$ cat config.mk
export PLATFORM = sky130hd
export DESIGN_NAME = maf_regs
export DESIGN_NICKNAME = d
export VERILOG_FILES = /design/src/rtl/maf_pkg.sv /design/src/rtl/maf_phy_if.sv /design/src/rtl/maf_hash_index.sv /design/src/rtl/maf_phy_engine.sv /design/src/rtl/maf_regs.sv
export SDC_FILE = /design/constraint.sdc
export NUM_CORES = 1
export LEC_CHECK = 0
export ABC_AREA = 1
export BUFFER_PORTS_ARGS = -buffer_cell sky130_fd_sc_hd__buf_2
export CAP_MARGIN = 20
export CORE_MARGIN = 3
export CORE_UTILIZATION = 50
export CTS_CLUSTER_SIZE = 16
export DETAILED_ROUTE_END_ITERATION = 16
export PLACE_DENSITY = 0.7
export SYNTH_ARGS = -nofsm -noshare
export SYNTH_HDL_FRONTEND = slang
export SYNTH_SLANG_ARGS = --single-unit
export TNS_END_PERCENT = 50
$ cat constraint.sdc
create_clock -name clk_sys -period 1.95 [get_ports clk_sys]
set_clock_uncertainty 0.05 [all_clocks]
set_input_delay 0.39 -clock clk_sys [delete_from_list [all_inputs] [get_ports clk_sys]]
set_output_delay 0.39 -clock clk_sys [all_outputs]
set_load 0.05 [all_outputs]
$ cat src/rtl/maf_pkg.sv
/*
 * Package for the station address, group hash filter and PHY management
 * register group. Holds offsets, field positions, reset values and states.
 * Assumes a single 40 MHz clock domain shared by all users.
 */
package maf_pkg;
    localparam logic [7:0]  OFF_STATION_ADDR_HIGH = 8'h84;
    localparam logic [7:0]  OFF_STATION_ADDR_LOW  = 8'h88;
    localparam logic [7:0]  OFF_GROUP_HASH_UPPER  = 8'h8C;
    localparam logic [7:0]  OFF_GROUP_HASH_LOWER  = 8'h90;
    localparam logic [7:0]  OFF_PHY_MGMT_CTRL     = 8'h94;
    localparam logic [7:0]  OFF_PHY_MGMT_VALUE    = 8'h98;
    localparam logic [7:0]  OFF_FILTER_CTRL       = 8'hA4;

    localparam logic [15:0] RST_STATION_ADDR_HIGH = 16'hFFFF;
    localparam logic [31:0] RST_STATION_ADDR_LOW  = 32'h0000000F;
    localparam logic [31:0] RST_GROUP_HASH        = 32'h00000000;
    localparam logic [15:0] RST_PHY_VALUE         = 16'h0000;
    localparam logic [4:0]  RST_PHY_FIELD         = 5'h00;

    localparam int POS_PHY_ADDR_LSB    = 11;
    localparam int POS_PHY_REG_SEL_LSB = 6;
    localparam int POS_PHY_WRITE_SEL   = 1;
    localparam int POS_PHY_PENDING     = 0;
    localparam int POS_ACCEPT_ALL_GRP  = 0;

    localparam logic [31:0] CRC_POLY_REFLECTED = 32'hEDB88320;
    localparam logic [31:0] CRC_INIT          = 32'hFFFFFFFF;

    typedef enum logic [2:0] {
        MAF_IDLE = 3'b001,
        MAF_REQ  = 3'b010,
        MAF_DONE = 3'b100
    } maf_mgmt_e;
endpackage

$ cat src/rtl/maf_phy_if.sv
/*
 * Carrier between the register group and its PHY management request engine.
 * Assumes both ends run on the same clock.
 */
interface maf_phy_if;
    logic        start;
    logic        write_sel;
    logic [4:0]  phy_addr;
    logic [4:0]  reg_sel;
    logic [15:0] wdata;
    logic        done;
    logic [15:0] rdata;
    modport regs (output start, write_sel, phy_addr, reg_sel, wdata,
                  input done, rdata);
    modport eng  (input start, write_sel, phy_addr, reg_sel, wdata,
                  output done, rdata);
endinterface

$ cat src/rtl/maf_hash_index.sv
/*
 * Combinational six-bit hash index from a 48-bit destination address.
 * Octet 0 (first on the wire) sits in bits 7:0; bits sent LSB first.
 */
module maf_hash_index (
    input  wire logic [47:0] dest_addr,
    output logic      [5:0]  hash_index
);
    logic [31:0] crc;

    // Reflected CRC-32 over the address, top six bits of the result
    always_comb begin
        crc = maf_pkg::CRC_INIT;
        for (int i = 0; i < 48; i++) begin
            if (crc[0] ^ dest_addr[i]) begin
                crc = (crc >> 1) ^ maf_pkg::CRC_POLY_REFLECTED;
            end else begin
                crc = crc >> 1;
            end
        end
        hash_index = crc[31:26];
    end
endmodule // maf_hash_index

$ cat src/rtl/maf_phy_engine.sv
/*
 * PHY management request engine: turns one start pulse into a request on
 * the internal PHY register port and returns a one-cycle done pulse.
 * Assumes the PHY answers with an ack level/pulse on the same clock.
 */
module maf_phy_engine (
    input  wire logic        clk_sys,
    input  wire logic        arst_n,
    maf_phy_if.eng           mgmt,
    output logic             phy_req,
    output logic             phy_we,
    output logic [4:0]       phy_addr,
    output logic [4:0]       phy_reg,
    output logic [15:0]      phy_wdata,
    input  wire logic        phy_ack,
    input  wire logic [15:0] phy_rdata
);
    maf_pkg::maf_mgmt_e state_reg;

    always_ff @(posedge clk_sys or negedge arst_n) begin
        if (!arst_n) begin
            state_reg <= maf_pkg::MAF_IDLE;
        end else begin
            case (state_reg)
                maf_pkg::MAF_IDLE: begin
                    if (mgmt.start) state_reg <= maf_pkg::MAF_REQ;
                end
                maf_pkg::MAF_REQ: begin
                    if (phy_ack) state_reg <= maf_pkg::MAF_DONE;
                end
                maf_pkg::MAF_DONE: state_reg <= maf_pkg::MAF_IDLE;
                default: state_reg <= maf_pkg::MAF_IDLE;
            endcase
        end
    end

    // Request fields latched at start so they stay steady for the PHY
    always_ff @(posedge clk_sys or negedge arst_n) begin
        if (!arst_n) begin
            phy_we    <= 1'b0;
            phy_addr  <= 5'h00;
            phy_reg   <= 5'h00;
            phy_wdata <= 16'h0000;
        end else if (state_reg == maf_pkg::MAF_IDLE && mgmt.start) begin
            phy_we    <= mgmt.write_sel;
            phy_addr  <= mgmt.phy_addr;
            phy_reg   <= mgmt.reg_sel;
            phy_wdata <= mgmt.wdata;
        end
    end

    always_ff @(posedge clk_sys or negedge arst_n) begin
        if (!arst_n) begin
            phy_req    <= 1'b0;
            mgmt.done  <= 1'b0;
            mgmt.rdata <= 16'h0000;
        end else begin
            phy_req   <= (state_reg == maf_pkg::MAF_IDLE && mgmt.start) ||
                         (state_reg == maf_pkg::MAF_REQ && !phy_ack);
            mgmt.done <= (state_reg == maf_pkg::MAF_REQ) && phy_ack;
            if (state_reg == maf_pkg::MAF_REQ && phy_ack) begin
                mgmt.rdata <= phy_rdata;
            end
        end
    end
endmodule // maf_phy_engine

$ cat src/rtl/maf_regs.sv
/*
 * Station address, group hash filter and PHY management register group.
 * Assumes a same-clock register port and a same-clock PHY management port
 * with a request/acknowledge handshake; frame-side inputs are same-clock.
 */
// Overview of operation
// - Address bits 47:32 in high register low half
// - Address bits 31:0 in low register
// - First received octet maps to low byte
// - Six-bit index: MSB picks word, rest bit
// - Index 0 is lower bit 0, 63 upper 31
// - Selected hash bit one accepts group frame
// - Accept-all-group accepts every group frame
// - Hash table split upper and lower words
// - Register-select field picks the PHY register
// - Write-select chooses PHY write or read
// - Pending flag set by software, self-clears
// - Read data valid once pending clears
// - Data register low 16 bits, upper reserved
module maf_regs (
    input  wire logic        clk_sys,
    input  wire logic        arst_n,
    input  wire logic [7:0]  reg_addr,
    input  wire logic [31:0] reg_wdata,
    input  wire logic        reg_wr,
    input  wire logic        reg_rd,
    output logic      [31:0] reg_rdata,
    input  wire logic        frame_valid,
    input  wire logic [47:0] frame_dest,
    output logic             frame_accept,
    output logic             frame_decided,
    output logic             phy_req,
    output logic             phy_we,
    output logic [4:0]       phy_addr,
    output logic [4:0]       phy_reg,
    output logic [15:0]      phy_wdata,
    input  wire logic        phy_ack,
    input  wire logic [15:0] phy_rdata
);
    logic [15:0] station_addr_high_reg;
    logic [31:0] station_addr_low_reg;
    logic [31:0] group_hash_upper_reg;
    logic [31:0] group_hash_lower_reg;
    logic        accept_all_group_reg;
    logic [4:0]  phy_addr_field_reg;
    logic [4:0]  phy_reg_select_reg;
    logic        phy_write_select_reg;
    logic        phy_access_pending_reg;
    logic [15:0] phy_value_reg;
    logic [31:0] rdata_next;
    logic [5:0]  hash_index;
    logic        hash_hit;
    logic        unicast_hit;
    logic        is_group;
    logic [47:0] station_addr;
    logic        start_access;
    logic [63:0] hash_table;

    maf_phy_if mgmt ();

    wire wr_high  = reg_wr && reg_addr == maf_pkg::OFF_STATION_ADDR_HIGH;
    wire wr_low   = reg_wr && reg_addr == maf_pkg::OFF_STATION_ADDR_LOW;
    wire wr_hashu = reg_wr && reg_addr == maf_pkg::OFF_GROUP_HASH_UPPER;
    wire wr_group_hash_lower = reg_wr && reg_addr == maf_pkg::OFF_GROUP_HASH_LOWER;
    wire wr_ctrl  = reg_wr && reg_addr == maf_pkg::OFF_PHY_MGMT_CTRL;
    wire wr_value = reg_wr && reg_addr == maf_pkg::OFF_PHY_MGMT_VALUE;
    wire wr_filt  = reg_wr && reg_addr == maf_pkg::OFF_FILTER_CTRL;

    always_ff @(posedge clk_sys or negedge arst_n) begin
        if (!arst_n) begin
            station_addr_high_reg <= maf_pkg::RST_STATION_ADDR_HIGH;
            station_addr_low_reg  <= maf_pkg::RST_STATION_ADDR_LOW;
        end else begin
            if (wr_high) station_addr_high_reg <= reg_wdata[15:0];
            if (wr_low)  station_addr_low_reg  <= reg_wdata;
        end
    end

    always_ff @(posedge clk_sys or negedge arst_n) begin
        if (!arst_n) begin
            group_hash_upper_reg <= maf_pkg::RST_GROUP_HASH;
            group_hash_lower_reg <= maf_pkg::RST_GROUP_HASH;
            accept_all_group_reg <= 1'b0;
        end else begin
            if (wr_hashu) group_hash_upper_reg <= reg_wdata;
            if (wr_group_hash_lower) group_hash_lower_reg <= reg_wdata;
            if (wr_filt) begin
                accept_all_group_reg <= reg_wdata[maf_pkg::POS_ACCEPT_ALL_GRP];
            end
        end
    end

    // Control fields frozen while an access runs so the engine sees one
    // consistent request even if software ignores the pending flag
    assign start_access = wr_ctrl && !phy_access_pending_reg &&
                          reg_wdata[maf_pkg::POS_PHY_PENDING];

    always_ff @(posedge clk_sys or negedge arst_n) begin
        if (!arst_n) begin
            phy_addr_field_reg   <= maf_pkg::RST_PHY_FIELD;
            phy_reg_select_reg   <= maf_pkg::RST_PHY_FIELD;
            phy_write_select_reg <= 1'b0;
        end else if (wr_ctrl && !phy_access_pending_reg) begin
            phy_addr_field_reg   <= reg_wdata[maf_pkg::POS_PHY_ADDR_LSB +: 5];
            phy_reg_select_reg   <=
                reg_wdata[maf_pkg::POS_PHY_REG_SEL_LSB +: 5];
            phy_write_select_reg <= reg_wdata[maf_pkg::POS_PHY_WRITE_SEL];
        end
    end

    always_ff @(posedge clk_sys or negedge arst_n) begin
        if (!arst_n) begin
            phy_access_pending_reg <= 1'b0;
        end else if (start_access) begin
            phy_access_pending_reg <= 1'b1;
        end else if (mgmt.done) begin
            phy_access_pending_reg <= 1'b0;
        end
    end

    always_ff @(posedge clk_sys or negedge arst_n) begin
        if (!arst_n) begin
            phy_value_reg <= maf_pkg::RST_PHY_VALUE;
        end else if (mgmt.done && !phy_write_select_reg) begin
            phy_value_reg <= mgmt.rdata;
        end else if (wr_value && !phy_access_pending_reg) begin
            phy_value_reg <= reg_wdata[15:0];
        end
    end

    // Start is a pulse; the engine latches the fields on the same edge
    assign mgmt.start     = start_access;
    assign mgmt.write_sel = reg_wdata[maf_pkg::POS_PHY_WRITE_SEL];
    assign mgmt.phy_addr  = reg_wdata[maf_pkg::POS_PHY_ADDR_LSB +: 5];
    assign mgmt.reg_sel   = reg_wdata[maf_pkg::POS_PHY_REG_SEL_LSB +: 5];
    assign mgmt.wdata     = phy_value_reg;

    maf_phy_engine u_engine (
        .clk_sys   (clk_sys),
        .arst_n    (arst_n),
        .mgmt      (mgmt),
        .phy_req   (phy_req),
        .phy_we    (phy_we),
        .phy_addr  (phy_addr),
        .phy_reg   (phy_reg),
        .phy_wdata (phy_wdata),
        .phy_ack   (phy_ack),
        .phy_rdata (phy_rdata)
    );

    always_comb begin
        rdata_next = 32'h00000000;
        case (reg_addr)
            maf_pkg::OFF_STATION_ADDR_HIGH:
                rdata_next[15:0] = station_addr_high_reg;
            maf_pkg::OFF_STATION_ADDR_LOW:
                rdata_next = station_addr_low_reg;
            maf_pkg::OFF_GROUP_HASH_UPPER:
                rdata_next = group_hash_upper_reg;
            maf_pkg::OFF_GROUP_HASH_LOWER:
                rdata_next = group_hash_lower_reg;
            maf_pkg::OFF_PHY_MGMT_CTRL: begin
                rdata_next[maf_pkg::POS_PHY_ADDR_LSB +: 5] = phy_addr_field_reg;
                rdata_next[maf_pkg::POS_PHY_REG_SEL_LSB +: 5] =
                    phy_reg_select_reg;
                rdata_next[maf_pkg::POS_PHY_WRITE_SEL] = phy_write_select_reg;
                rdata_next[maf_pkg::POS_PHY_PENDING] = phy_access_pending_reg;
            end
            maf_pkg::OFF_PHY_MGMT_VALUE:
                rdata_next[15:0] = phy_value_reg;
            maf_pkg::OFF_FILTER_CTRL:
                rdata_next[maf_pkg::POS_ACCEPT_ALL_GRP] = accept_all_group_reg;
            default: rdata_next = 32'h00000000;
        endcase
    end

    always_ff @(posedge clk_sys or negedge arst_n) begin
        if (!arst_n) begin
            reg_rdata <= 32'h00000000;
        end else if (reg_rd) begin
            reg_rdata <= rdata_next;
        end else begin
            reg_rdata <= 32'h00000000;
        end
    end

    // Octet n of the wire lives in bits 8n+7:8n of the combined address
    assign station_addr = {station_addr_high_reg, station_addr_low_reg};
    assign is_group     = frame_dest[0];
    assign unicast_hit  = frame_dest == station_addr;
    // Flat view of the table, only for the cross-check below
    assign hash_table   = {group_hash_upper_reg, group_hash_lower_reg};

    maf_hash_index u_hash (
        .dest_addr  (frame_dest),
        .hash_index (hash_index)
    );

    // MSB picks the word, low five bits the bit inside it
    assign hash_hit = hash_index[5] ? group_hash_upper_reg[hash_index[4:0]]
                                    : group_hash_lower_reg[hash_index[4:0]];

    always_ff @(posedge clk_sys or negedge arst_n) begin
        if (!arst_n) begin
            frame_accept  <= 1'b0;
            frame_decided <= 1'b0;
        end else begin
            frame_decided <= frame_valid;
            if (!frame_valid) begin
                frame_accept <= 1'b0;
            end else if (is_group) begin
                frame_accept <= accept_all_group_reg || hash_hit;
            end else begin
                frame_accept <= unicast_hit;
            end
        end
    end

    property p_pending_clears_on_done;
        @(posedge clk_sys) disable iff (!arst_n)
        mgmt.done && !start_access |=> !phy_access_pending_reg;
    endproperty
    a_pending_clears_on_done: assert property (p_pending_clears_on_done)
        else $error("Pending flag not cleared after done");

    property p_start_sets_pending;
        @(posedge clk_sys) disable iff (!arst_n)
        start_access |=> phy_access_pending_reg ##1 phy_req;
    endproperty
    a_start_sets_pending: assert property (p_start_sets_pending)
        else $error("Start did not raise pending and request");

    property p_read_data_lands;
        @(posedge clk_sys) disable iff (!arst_n)
        mgmt.done && !phy_write_select_reg
        |=> phy_value_reg == $past(mgmt.rdata);
    endproperty
    a_read_data_lands: assert property (p_read_data_lands)
        else $error("PHY read value not stored");

    property p_group_all;
        @(posedge clk_sys) disable iff (!arst_n)
        frame_valid && frame_dest[0] && accept_all_group_reg |=> frame_accept;
    endproperty
    a_group_all: assert property (p_group_all)
        else $error("Group frame refused with accept-all set");

    property p_group_hash;
        @(posedge clk_sys) disable iff (!arst_n)
        frame_valid && frame_dest[0] && !accept_all_group_reg
        |=> frame_accept == $past(hash_table[hash_index]);
    endproperty
    a_group_hash: assert property (p_group_hash)
        else $error("Group decision differs from hash bit");

    property p_unicast;
        @(posedge clk_sys) disable iff (!arst_n)
        frame_valid && !frame_dest[0]
        |=> frame_accept == $past(frame_dest == {station_addr_high_reg,
                                                 station_addr_low_reg});
    endproperty
    a_unicast: assert property (p_unicast)
        else $error("Unicast decision wrong");

    property p_high_reserved;
        @(posedge clk_sys) disable iff (!arst_n)
        reg_rd && reg_addr == maf_pkg::OFF_STATION_ADDR_HIGH
        |=> reg_rdata[31:16] == 16'h0000 &&
            reg_rdata[15:0] == $past(station_addr_high_reg);
    endproperty
    a_high_reserved: assert property (p_high_reserved)
        else $error("High address read wrong");

    property p_value_upper_zero;
        @(posedge clk_sys) disable iff (!arst_n)
        reg_rd && reg_addr == maf_pkg::OFF_PHY_MGMT_VALUE
        |=> reg_rdata[31:16] == 16'h0000;
    endproperty
    a_value_upper_zero: assert property (p_value_upper_zero)
        else $error("Data register upper bits not zero");

    property p_reg_sel_hold;
        @(posedge clk_sys) disable iff (!arst_n)
        phy_access_pending_reg |=> $stable(phy_reg_select_reg);
    endproperty
    a_reg_sel_hold: assert property (p_reg_sel_hold)
        else $error("Register select changed mid access");
endmodule // maf_regs

==> results of run 1 <==
[area by class of cell]
type / instances / area, sq um / share of cell area (%)
repair buffers: 527 / 4030 / 17.9
clock buffers: 27 / 598 / 2.65
flip-flops and latches: 223 / 5610 / 24.9
inverters: 294 / 1170 / 5.18
well taps: 396 / 495 / 2.20
clock inverters: 11 / 123 / 0.544
multi-input cells: 1795 / 10500 / 46.7
[how the worst min path moves through the flow]
stage	to	depth (start not counted)	slack, ns	startpoint
after global routing	u_engine.phy_req	2	0.03	phy_ack
after detailed placement	group_hash_upper_reg[18]	1	0.27	arst_n
final	u_engine.state_reg[1]	2	0.02	phy_ack
after CTS	u_engine.mgmt.rdata[4]	3	0.02	phy_rdata[4]
after floorplan	accept_all_group_reg	0	0.04	arst_n
after global placement	group_hash_upper_reg[18]	1	0.27	arst_n
[cells by family (layout without fill, tap and decap cells)]
kind of cell / Yosys count / count (layout) / share of synthesized area (%)
XOR/XNOR: 95 / 95 / 5.40
flip-flops: 223 / 223 / 35.1
AND/OR/NAND/NOR: 1429 / 1439 / 40.8
AO/OA/AOI/OAI: 261 / 261 / 9.35
buffers and inverters: 363 / 859 / 9.34
[critical path, delay by kind of cell]
| family | cells | cell delay, ns |
|---|---|---|
| xor+xnor | 6 | 0.94 |
| buf+inv | 10 | 1.31 |
| simple gates | 21 | 1.73 |
[layer usage]
layer / vias to the layer above / part of all wire, %
met5: - / 0
met4: 0 / 6.1
met3: 210 / 6.7
met2: 757 / 48
met1: 8464 / 39
li1: 8505 / -
[synth_stat cells (all sizes together) (12+ instances only)]
master | n | area share [%]
nor2 | 48 | 1.6
dfrtp | 202 | 32
xor2 | 59 | 3.4
nand3 | 264 | 8.8
nor3 | 12 | 0.38
buf | 20 | 1.1
o21ai | 184 | 5.8
xnor2 | 36 | 2.0
clkbuf | 49 | 1.2
nand4 | 17 | 0.67
inv | 292 | 7.0
o211ai | 21 | 1.1
a21oi | 12 | 0.38
a221oi | 12 | 0.66
nand2 | 1069 | 28
dfstp | 21 | 3.5
[what timing repair did]
action | CTS | global route
pin swaps | 49 | 133
resized for setup | 113 | 330
hold buffers | 2 | 0
setup buffers | 31 | 35
endpoints found under the hold margin | 46 | 0
endpoints found under the setup margin | 1 | 2
gates cloned | 2 | 11
[placed cells by master, fill, tap and decap left out, types with 16 or more instances in the layout]
master and count:
buf_12 24, buf_2 158, buf_4 317, clkbuf_16 23, dfrtp_1 202, dfstp_2 21, inv_1 251, inv_2 24
nand2_1 763, nand2_2 206, nand2_4 94, nand2_8 16, nand3_1 185, nand3_2 58, nand3_4 21, nand4_1 17
nor2_1 33, o211ai_1 19, o21ai_0 184, xnor2_1 33, xor2_1 43
[metrics by stage]
stage | cell area [sq um] | utilization, %
after global placement | 19300 | 62.4
after global routing | 22500 | 72.7
after detailed placement | 19300 | 62.4
after CTS | 20800 | 67.1
final | 22500 | 72.7
after floorplan | 16000 | -
==> metrics.md, run 1 <==
| Metric | Value |
|---|---|
| Status | `finished, violations left` |
| Failing checks | `setup timing` |
| RSZ-0062 raised after global routing | `true` |
| Required time of the critical path | `2.30 ns` |
| Reg2Reg Capture Point | `frame_accept` |
| GRT met3 Usage | `2.94%` |
| Die Height | `185 microns` |
| Worst-path clk slew | `0.07 ns` |
| Crit Path Max Fanout | `9` |
| Fin. Hold Viols | `0` |
| H-Tree Depth | `1` |
| Placed cell count | `3154` |
| Most frequent cell on the critical path | `nand2_1` |
| Tcrit/Tclk final | `208%` |
| Max Buffers Root-to-Sink | `3` |
| # fillers | `2574` |
| Hpwl dp | `45900 microns` |
| Critical R2R Launch | `station_addr_high_reg[12]` |
| Synthesized area | `16000 sq um` |
| Post-synth ARST share | `100%` |
| Routed WL | `61500 microns` |
| CP endpoint | `frame_accept` |
| Inserted Diodes | `0` |
| Seq/Total Area, Yosys | `35.1%` |
| Worst min path class | `input port to flip-flop` |
| Pin count of the biggest net entering global routing | `58` |
| All-Layer GR Usage | `34.3%` |
| Ys Warns | `0` |
| Slew Limit Fails | `0` |
| Critical path arrival | `4.39 ns` |
| FMAX | `0.247 GHz` |
| DRT Pass-1 Iters | `6` |
| CTS tree | `yes` |
| Synth Area per Inst | `6.73 sq um` |
| Initial Util | `51.5%` |
| Total CTS buffers | `21` |
| Clk_lat worst skew | `0.51 ns` |
| Crit path time final | `4.05 ns` |
| Max-capacitance violation count | `0` |
| Final hold slack | `0.0229 ns` |
| Synth unique cells | `45` |
| Endpoints failing setup | `1` |
| Gr ovfl total | `0` |
| Startpoint Class | `input port` |
| Final ANT Viol Nets | `0` |
| DRC | `0` |
| RePlAce Congestion | `0.980` |
| Worst-Margin Slew | `0.547 ns` |
| R2R Setup Slk | `-0.12 ns` |
| Crit path from | `frame_dest[2]` |
| Final Net Count | `2972` |
| First-pass GRT wire length | `91300 microns` |
| Area growth, synth to finish | `41.3%` |
| Setup crit end kind | `flip-flop` |
| EDFF count, synth | `0` |
| Non-filler cells, final | `3273` |
| Syn_nets | `2481` |
| Placeable core area | `31000 sq um` |
| Critical path class | `input port to flip-flop` |
| Initial DRC count | `1495` |
| Setup slack after placement | `-2.97 ns` |
| Initial antenna violation count | `0` |
| Share of cells above drive strength 1 | `37.0%` |
| Setup slack after layout | `-2.10 ns` |
| GRT Max-Usage Layer | `met2` |
| Clk sinks | `223` |
| Slew HR | `63.5%` |
| Root Driver | `clkbuf_16` |
| Via Count | `17936` |
| Vias in the first global route | `16879` |
| Synth Flop Type | `dfrtp_1` |
| R2R cell count | `8` |
| Routed WL per cell | `18.8 microns` |
| Cells after synthesis | `2371` |
| I/O pin cnt | `172` |
| CP max stage delay | `0.17 ns` |
| Die area | `34100 sq um` |
| Critical-path top delay cell | `xnor2_2` |
| Grt met2 use | `58.0%` |
| Die Wd | `185 microns` |
| Port-buffer cells | `171` |
| Synthesized flop and latch total | `223` |
| Via density per instance | `5.48` |
| Rows | `64` |
| Setup TNS | `-2.10 ns` |
| Met1 GRT Util | `44.7%` |
Power of run 1 is not shown: default switching activity piles up to over one toggle a cycle in this logic, so the estimate is an artifact.
==> inputs of run 2 (changes only) <==
--- a/config.mk
+++ b/config.mk
@@ -16,4 +16,4 @@
 export SYNTH_ARGS = -nofsm -noshare
 export SYNTH_HDL_FRONTEND = slang
 export SYNTH_SLANG_ARGS = --single-unit
-export TNS_END_PERCENT = 50
+export TNS_END_PERCENT = 10
==> run 2 against run 1 <==
Net effect:
- the run still ends with setup timing left
- hold slack improved by 0.0026 ns
- non-clock buffer count rose by 15
- register-to-register slack improved by 0.06 ns
- routed wire length fell by 0.90%
- critical path type unchanged
==> metrics.md, run 2 (synthesized netlist as in run 1, its figures left out) <==
| Metric | Value |
|---|---|
| Most frequent cell on the critical path | `nand2_2` |
| Hpwl dp | `46500 microns` |
| Final ANT Viol Nets | `0` |
| Clk_lat worst skew | `0.51 ns` |
| R2R Setup Slk | `-0.06 ns` |
| Leakage power | `11.9 nW` |
| RSZ-0062 raised after global routing | `true` |
| Via density per instance | `5.43` |
| CTS tree | `yes` |
| Initial antenna violation count | `0` |
| Status | `finished, violations left` |
| Setup slack after placement | `-2.87 ns` |
| HP Start | `phy_ack` |
| Switching Fraction | `53.0%` |
| Endpoints failing setup | `1` |
| Rows | `64` |
| Worst-Margin Slew | `0.533 ns` |
| Most frequent cells in the layout | `nand2_1, buf_4, inv_1, nand3_1, dfrtp_1` |
| Worst min path class | `input port to flip-flop` |
| Worst-path clk slew | `0.07 ns` |
| Die Height | `185 microns` |
| RePlAce Congestion | `0.954` |
| Critical path class | `input port to flip-flop` |
| Inserted Diodes | `0` |
| Gr ovfl total | `0` |
| Setup TNS | `-2.11 ns` |
| FMAX | `0.246 GHz` |
| H-Tree Depth | `1` |
| Final hold slack | `0.0254 ns` |
| DRT Pass-1 Iters | `6` |
| Tcrit/Tclk final | `208%` |
| First-pass GRT wire length | `92500 microns` |
| Failing checks | `setup timing` |
| Critical-path top delay cell | `clkbuf_16` |
| Non-filler cells, final | `3279` |
| Placeable core area | `31000 sq um` |
| R2R cell count | `8` |
| VDD IR-drop max | `2.89 mV` |
| Initial Util | `51.5%` |
| Combinational fraction of design power | `80.7%` |
| Setup slack after layout | `-2.11 ns` |
| Routed WL | `61000 microns` |
| Pwr dens | `2110 nW/um^2` |
| Total CTS buffers | `20` |
| Slew Limit Fails | `0` |
| Clock power frac | `8.8%` |
| Final Net Count | `2980` |
| Via Count | `17821` |
| Vias in the first global route | `16926` |
| Pin count of the biggest net entering global routing | `65` |
| Sw power | `0.0246 W` |
| Critical R2R Launch | `station_addr_high_reg[10]` |
| Max Buffers Root-to-Sink | `3` |
| Setup crit end kind | `flip-flop` |
| All-Layer GR Usage | `34.7%` |
| WHS Path Cells | `2` |
| I/O pin cnt | `172` |
| Routed WL per cell | `18.6 microns` |
| Port-buffer cells | `171` |
| Sequential Power Share | `10.5%` |
| Root Driver | `clkbuf_16` |
| Int Power | `0.0218 W` |
| Crit path buf inv count | `6` |
| Worst Hold Path EP | `u_engine.state_reg[1]` |
| Cell family with most CP delay | `simple AND/OR/NAND/NOR gates` |
| Area growth, synth to finish | `37.5%` |
| Clk sinks | `223` |
| Reg2Reg Capture Point | `frame_accept` |
| Initial DRC count | `1557` |
| Startpoint Class | `input port` |
| Share of cells above drive strength 1 | `34.1%` |
| Slew HR | `64.4%` |
| Critical path arrival | `4.39 ns` |
| Crit path time final | `4.06 ns` |
| DRC | `0` |
| Placed cell count | `3194` |
| Die area | `34100 sq um` |
| Fin. Hold Viols | `0` |
| Die Wd | `185 microns` |
| Most common cell after layout, fill and taps aside | `nand2_1` |
| Crit Path Max Fanout | `7` |
| CP max stage delay | `0.18 ns` |
| Required time of the critical path | `2.28 ns` |
| Total chip power | `0.0463 W` |
| Max-capacitance violation count | `0` |
==> run 2: cell count changes in the layout (fill, tap and decap cells not counted), moves of 5 or more <==
cell,previous run,this run
nand2_2,206,167
nand3_2,58,40
nand2_1,763,822
inv_8,5,0
nand2_8,16,11
buf_4,317,339
nand2_4,94,73
xor2_1,43,50
nand3_1,185,205
==> run 2: power groups by stage <==
stage | registers (W) | logic (W) | clock network (W)
global route | 0.00487 | 0.0402 | 0.00434
CTS | 0.00486 | 0.0333 | 0.00415
global placement | 0.00494 | 0.0271 | 0
floorplan | 0.00493 | 0.0203 | 0
finish | 0.00486 | 0.0374 | 0.00410
detailed placement | 0.00494 | 0.0275 | 0
==> run 2: what timing repair did <==
item	CTS	global route
gates cloned	4	3
hold buffers	2	0
pin swaps	23	85
buffers inserted	8	33
endpoints found under the setup margin	1	8
gates resized for setup	75	229
endpoints found under the hold margin	44	0
==> run 2: stage by stage <==
stage | cell area (sq um) | util (%)
after floorplan | 16000 | -
after global placement | 19700 | 63.4
after detailed placement | 19700 | 63.4
after CTS | 20800 | 67.1
after global routing | 21900 | 70.8
final | 21900 | 70.8
==> run 2: how the worst max path moves through the flow <==
stage	start	end	depth (start not counted)
floorplan	frame_dest[4]	frame_accept	43
global placement	frame_dest[0]	frame_accept	41
detailed placement	frame_dest[0]	frame_accept	41
CTS	frame_dest[6]	frame_accept	45
global route	frame_dest[7]	frame_accept	43
finish	frame_dest[7]	frame_accept	43
==> run 2: cell type report <==
| type | count | area [sq um] |
|---|---|---|
| Timing Repair Buffer | 542 | 4060 |
| Clock buffer | 25 | 559 |
| Sequential cell | 223 | 5610 |
| Clock inverter | 10 | 124 |
| Fill cell | 2667 | 9050 |
| Tap cell | 396 | 495 |
| Inverter | 294 | 1150 |
| Multi-Input combinational cell | 1789 | 9940 |
==> run 2: per-layer routing <==
layer,global-route usage [%],routed length (microns),up-vias
met2,58.9,29200,740
met4,15.2,3170,0
met1,45.5,24400,8395
met5,0,0,-
met3,3.14,4200,164
li1,-,-,8522
Power figures use the tool's default switching activity.
==> inputs of run 3 (changes only) <==
--- a/config.mk
+++ b/config.mk
@@ -12,7 +12,9 @@
 export CORE_UTILIZATION = 50
 export CTS_CLUSTER_SIZE = 16
 export DETAILED_ROUTE_END_ITERATION = 16
+export HOLD_SLACK_MARGIN = 0.08
 export PLACE_DENSITY = 0.7
+export RECOVER_POWER = 100
 export SYNTH_ARGS = -nofsm -noshare
 export SYNTH_HDL_FRONTEND = slang
 export SYNTH_SLANG_ARGS = --single-unit
==> run 3 against run 2 <==
Net effect:
- the flow still finishes with violations (setup timing)
- routed wire length increased by 1.2%
- hold slack better by 0.11 ns
- sequential share of layout area rose by 0.098 points
- critical path depth unchanged
- maximum frequency up 0.37%
- setup slack better by 0.015 ns
- final cell count is 0.43% higher
- sequential power about the same
==> metrics.md, run 3 (synthesized netlist as in run 1, its figures left out) <==
| Metric | Value |
|---|---|
| Worst-path clk slew | `0.07 ns` |
| Setup crit end kind | `flip-flop` |
| Initial DRC count | `1574` |
| Required time of the critical path | `2.28 ns` |
| R2R Setup Slk | `-0.02 ns` |
| Root Driver | `clkbuf_16` |
| Critical-path top delay cell | `clkbuf_16` |
| Final Net Count | `2994` |
| Leakage power | `11.6 nW` |
| First-pass GRT wire length | `93600 microns` |
| All-Layer GR Usage | `35.2%` |
| VDD IR-drop max | `2.89 mV` |
| Crit Path Max Fanout | `7` |
| Placeable core area | `31000 sq um` |
| RSZ-0062 raised after global routing | `true` |
| Most frequent cells in the layout | `nand2_1, buf_4, inv_1, nand3_1, dfrtp_1` |
| Die Wd | `185 microns` |
| Startpoint Class | `input port` |
| Critical path class | `input port to flip-flop` |
| Share of cells above drive strength 1 | `31.2%` |
| Failing checks | `setup timing` |
| FMAX | `0.247 GHz` |
| Worst-Margin Slew | `1.43 ns` |
| DRT Pass-1 Iters | `7` |
| Slew Limit Fails | `0` |
| RePlAce Congestion | `0.954` |
| Total CTS buffers | `20` |
| GRT Max-Usage Layer | `met2` |
| Most common cell after layout, fill and taps aside | `nand2_1` |
| Area growth, synth to finish | `36.9%` |
| Int Power | `0.0218 W` |
| Setup slack after layout | `-2.10 ns` |
| CTS tree | `yes` |
| Routed WL per cell | `18.7 microns` |
| Combinational fraction of design power | `80.6%` |
| I/O pin cnt | `172` |
| Sequential Power Share | `10.5%` |
| Clk sinks | `223` |
| Rows | `64` |
| H-Tree Depth | `1` |
| Pin count of the biggest net entering global routing | `65` |
| Sw power | `0.0246 W` |
| Non-filler cells, final | `3293` |
| Met1 GRT Util | `45.6%` |
| Setup slack after placement | `-2.87 ns` |
| Final core utilization | `70.5%` |
| Clk_lat worst skew | `0.51 ns` |
| Inserted Diodes | `0` |
| Routed WL | `61700 microns` |
| Pwr dens | `2120 nW/um^2` |
| Status | `finished, violations left` |
| CP max stage delay | `0.17 ns` |
| Via Count | `18020` |
| Endpoints failing setup | `2` |
| GRT met3 Usage | `3.00%` |
| Critical path arrival | `4.38 ns` |
| Most frequent cell on the critical path | `nand2_2` |
| Final ANT Viol Nets | `0` |
| Vias in the first global route | `17164` |
| Via density per instance | `5.47` |
| Gr ovfl total | `0` |
| Slew HR | `4.40%` |
| Crit path buf inv count | `6` |
| Max Buffers Root-to-Sink | `3` |
| Tcrit/Tclk final | `207%` |
| Initial Util | `51.5%` |
| Initial antenna violation count | `0` |
| Grt met2 use | `60.0%` |
| Fin. Hold Viols | `0` |
| Die area | `34100 sq um` |
| Port-buffer cells | `171` |
| Crit path time final | `4.05 ns` |
| Die Height | `185 microns` |
| Clock power frac | `8.9%` |
| Worst min path class | `input port to flip-flop` |
| Switching Fraction | `53.0%` |
| DRC | `0` |
| Cell family with most CP delay | `simple AND/OR/NAND/NOR gates` |
| Placed cell count | `3194` |
| Max-capacitance violation count | `0` |
| Hpwl dp | `46500 microns` |
| Setup TNS | `-2.13 ns` |
## run 3: cell types whose count changed in the layout (fill, tap and decap cells not counted), moves of 3 or more
cell,delta
clkbuf_2,+11
buf_4,-21
buf_2,-63
nand3_1,+3
buf_12,-5
clkbuf_1,+67
nand2_1,+4
nand3_2,-3
dlygate4sd3_1,+17
nand2_2,-4
clkbuf_4,+8
## run 3: cell type report
| class | count | area [sq um] |
|---|---|---|
| Multi-Input combinational cell | 1789 | 9900 |
| Fill cell | 2711 | 9140 |
| Sequential cell | 223 | 5610 |
| Timing Repair Buffer | 556 | 4020 |
| Inverter | 294 | 1150 |
| Clock buffer | 25 | 559 |
| Tap cell | 396 | 495 |
| Clock inverter | 10 | 124 |
## run 3: worst min-delay path: stages
cell and delay, ns:
buf_2 0.10, inv_1 0.07, o21ai_0 0.08
## run 3: layer usage
| layer | vias to the layer above | routed length (microns) | part of all wire (%) |
|---|---|---|---|
| li1 | 8541 | - | - |
| met1 | 8474 | 24400 | 40 |
| met2 | 818 | 29400 | 48 |
| met3 | 187 | 4310 | 7.0 |
| met4 | 0 | 3560 | 5.8 |
| met5 | - | 0 | 0 |
## run 3: metrics by stage
stage          cell area (sq um)  total power (W)  hold WS (ns)
6_report                   21900           0.0463         0.135
5_1_grt                    21900           0.0494         0.149
4_1_cts                    21000           0.0423         0.130
3_5_place_dp               19700           0.0324         0.282
3_3_place_gp               19700           0.0321         0.284
2_1_floorplan              16000           0.0252        0.0444
## run 3: power groups by stage
| stage | Combinational, W | Sequential, W | Clock (W) |
|---|---|---|---|
| floorplan | 0.0203 | 0.00493 | 0 |
| global placement | 0.0271 | 0.00494 | 0 |
| detailed placement | 0.0275 | 0.00494 | 0 |
| CTS | 0.0333 | 0.00486 | 0.00415 |
| global route | 0.0402 | 0.00487 | 0.00434 |
| finish | 0.0374 | 0.00486 | 0.00411 |
## run 3: what timing repair did
| item | 4_1_cts | 5_1_grt |
|---|---|---|
| hold endpoints to repair | 62 | 0 |
| pin swaps | 23 | 82 |
| buffers inserted | 8 | 30 |
| resized for setup | 75 | 222 |
| setup endpoints to repair | 1 | 8 |
| gates cloned | 4 | 3 |
| hold buffers | 19 | 0 |
## run 3: path summary, 6_finish.rpt
kind                                                  to                       from  cells past startpoint
max in group asynchronous          u_engine.state_reg[0]                     arst_n                      3
worst max register to register              frame_accept  station_addr_high_reg[10]                      8
worst max-delay path                        frame_accept              frame_dest[7]                     43
worst min-delay path            group_hash_upper_reg[21]              reg_wdata[21]                      3
min in group asynchronous       group_hash_upper_reg[23]                     arst_n                      2
worst min register to register    phy_access_pending_reg         u_engine.mgmt.done                      1
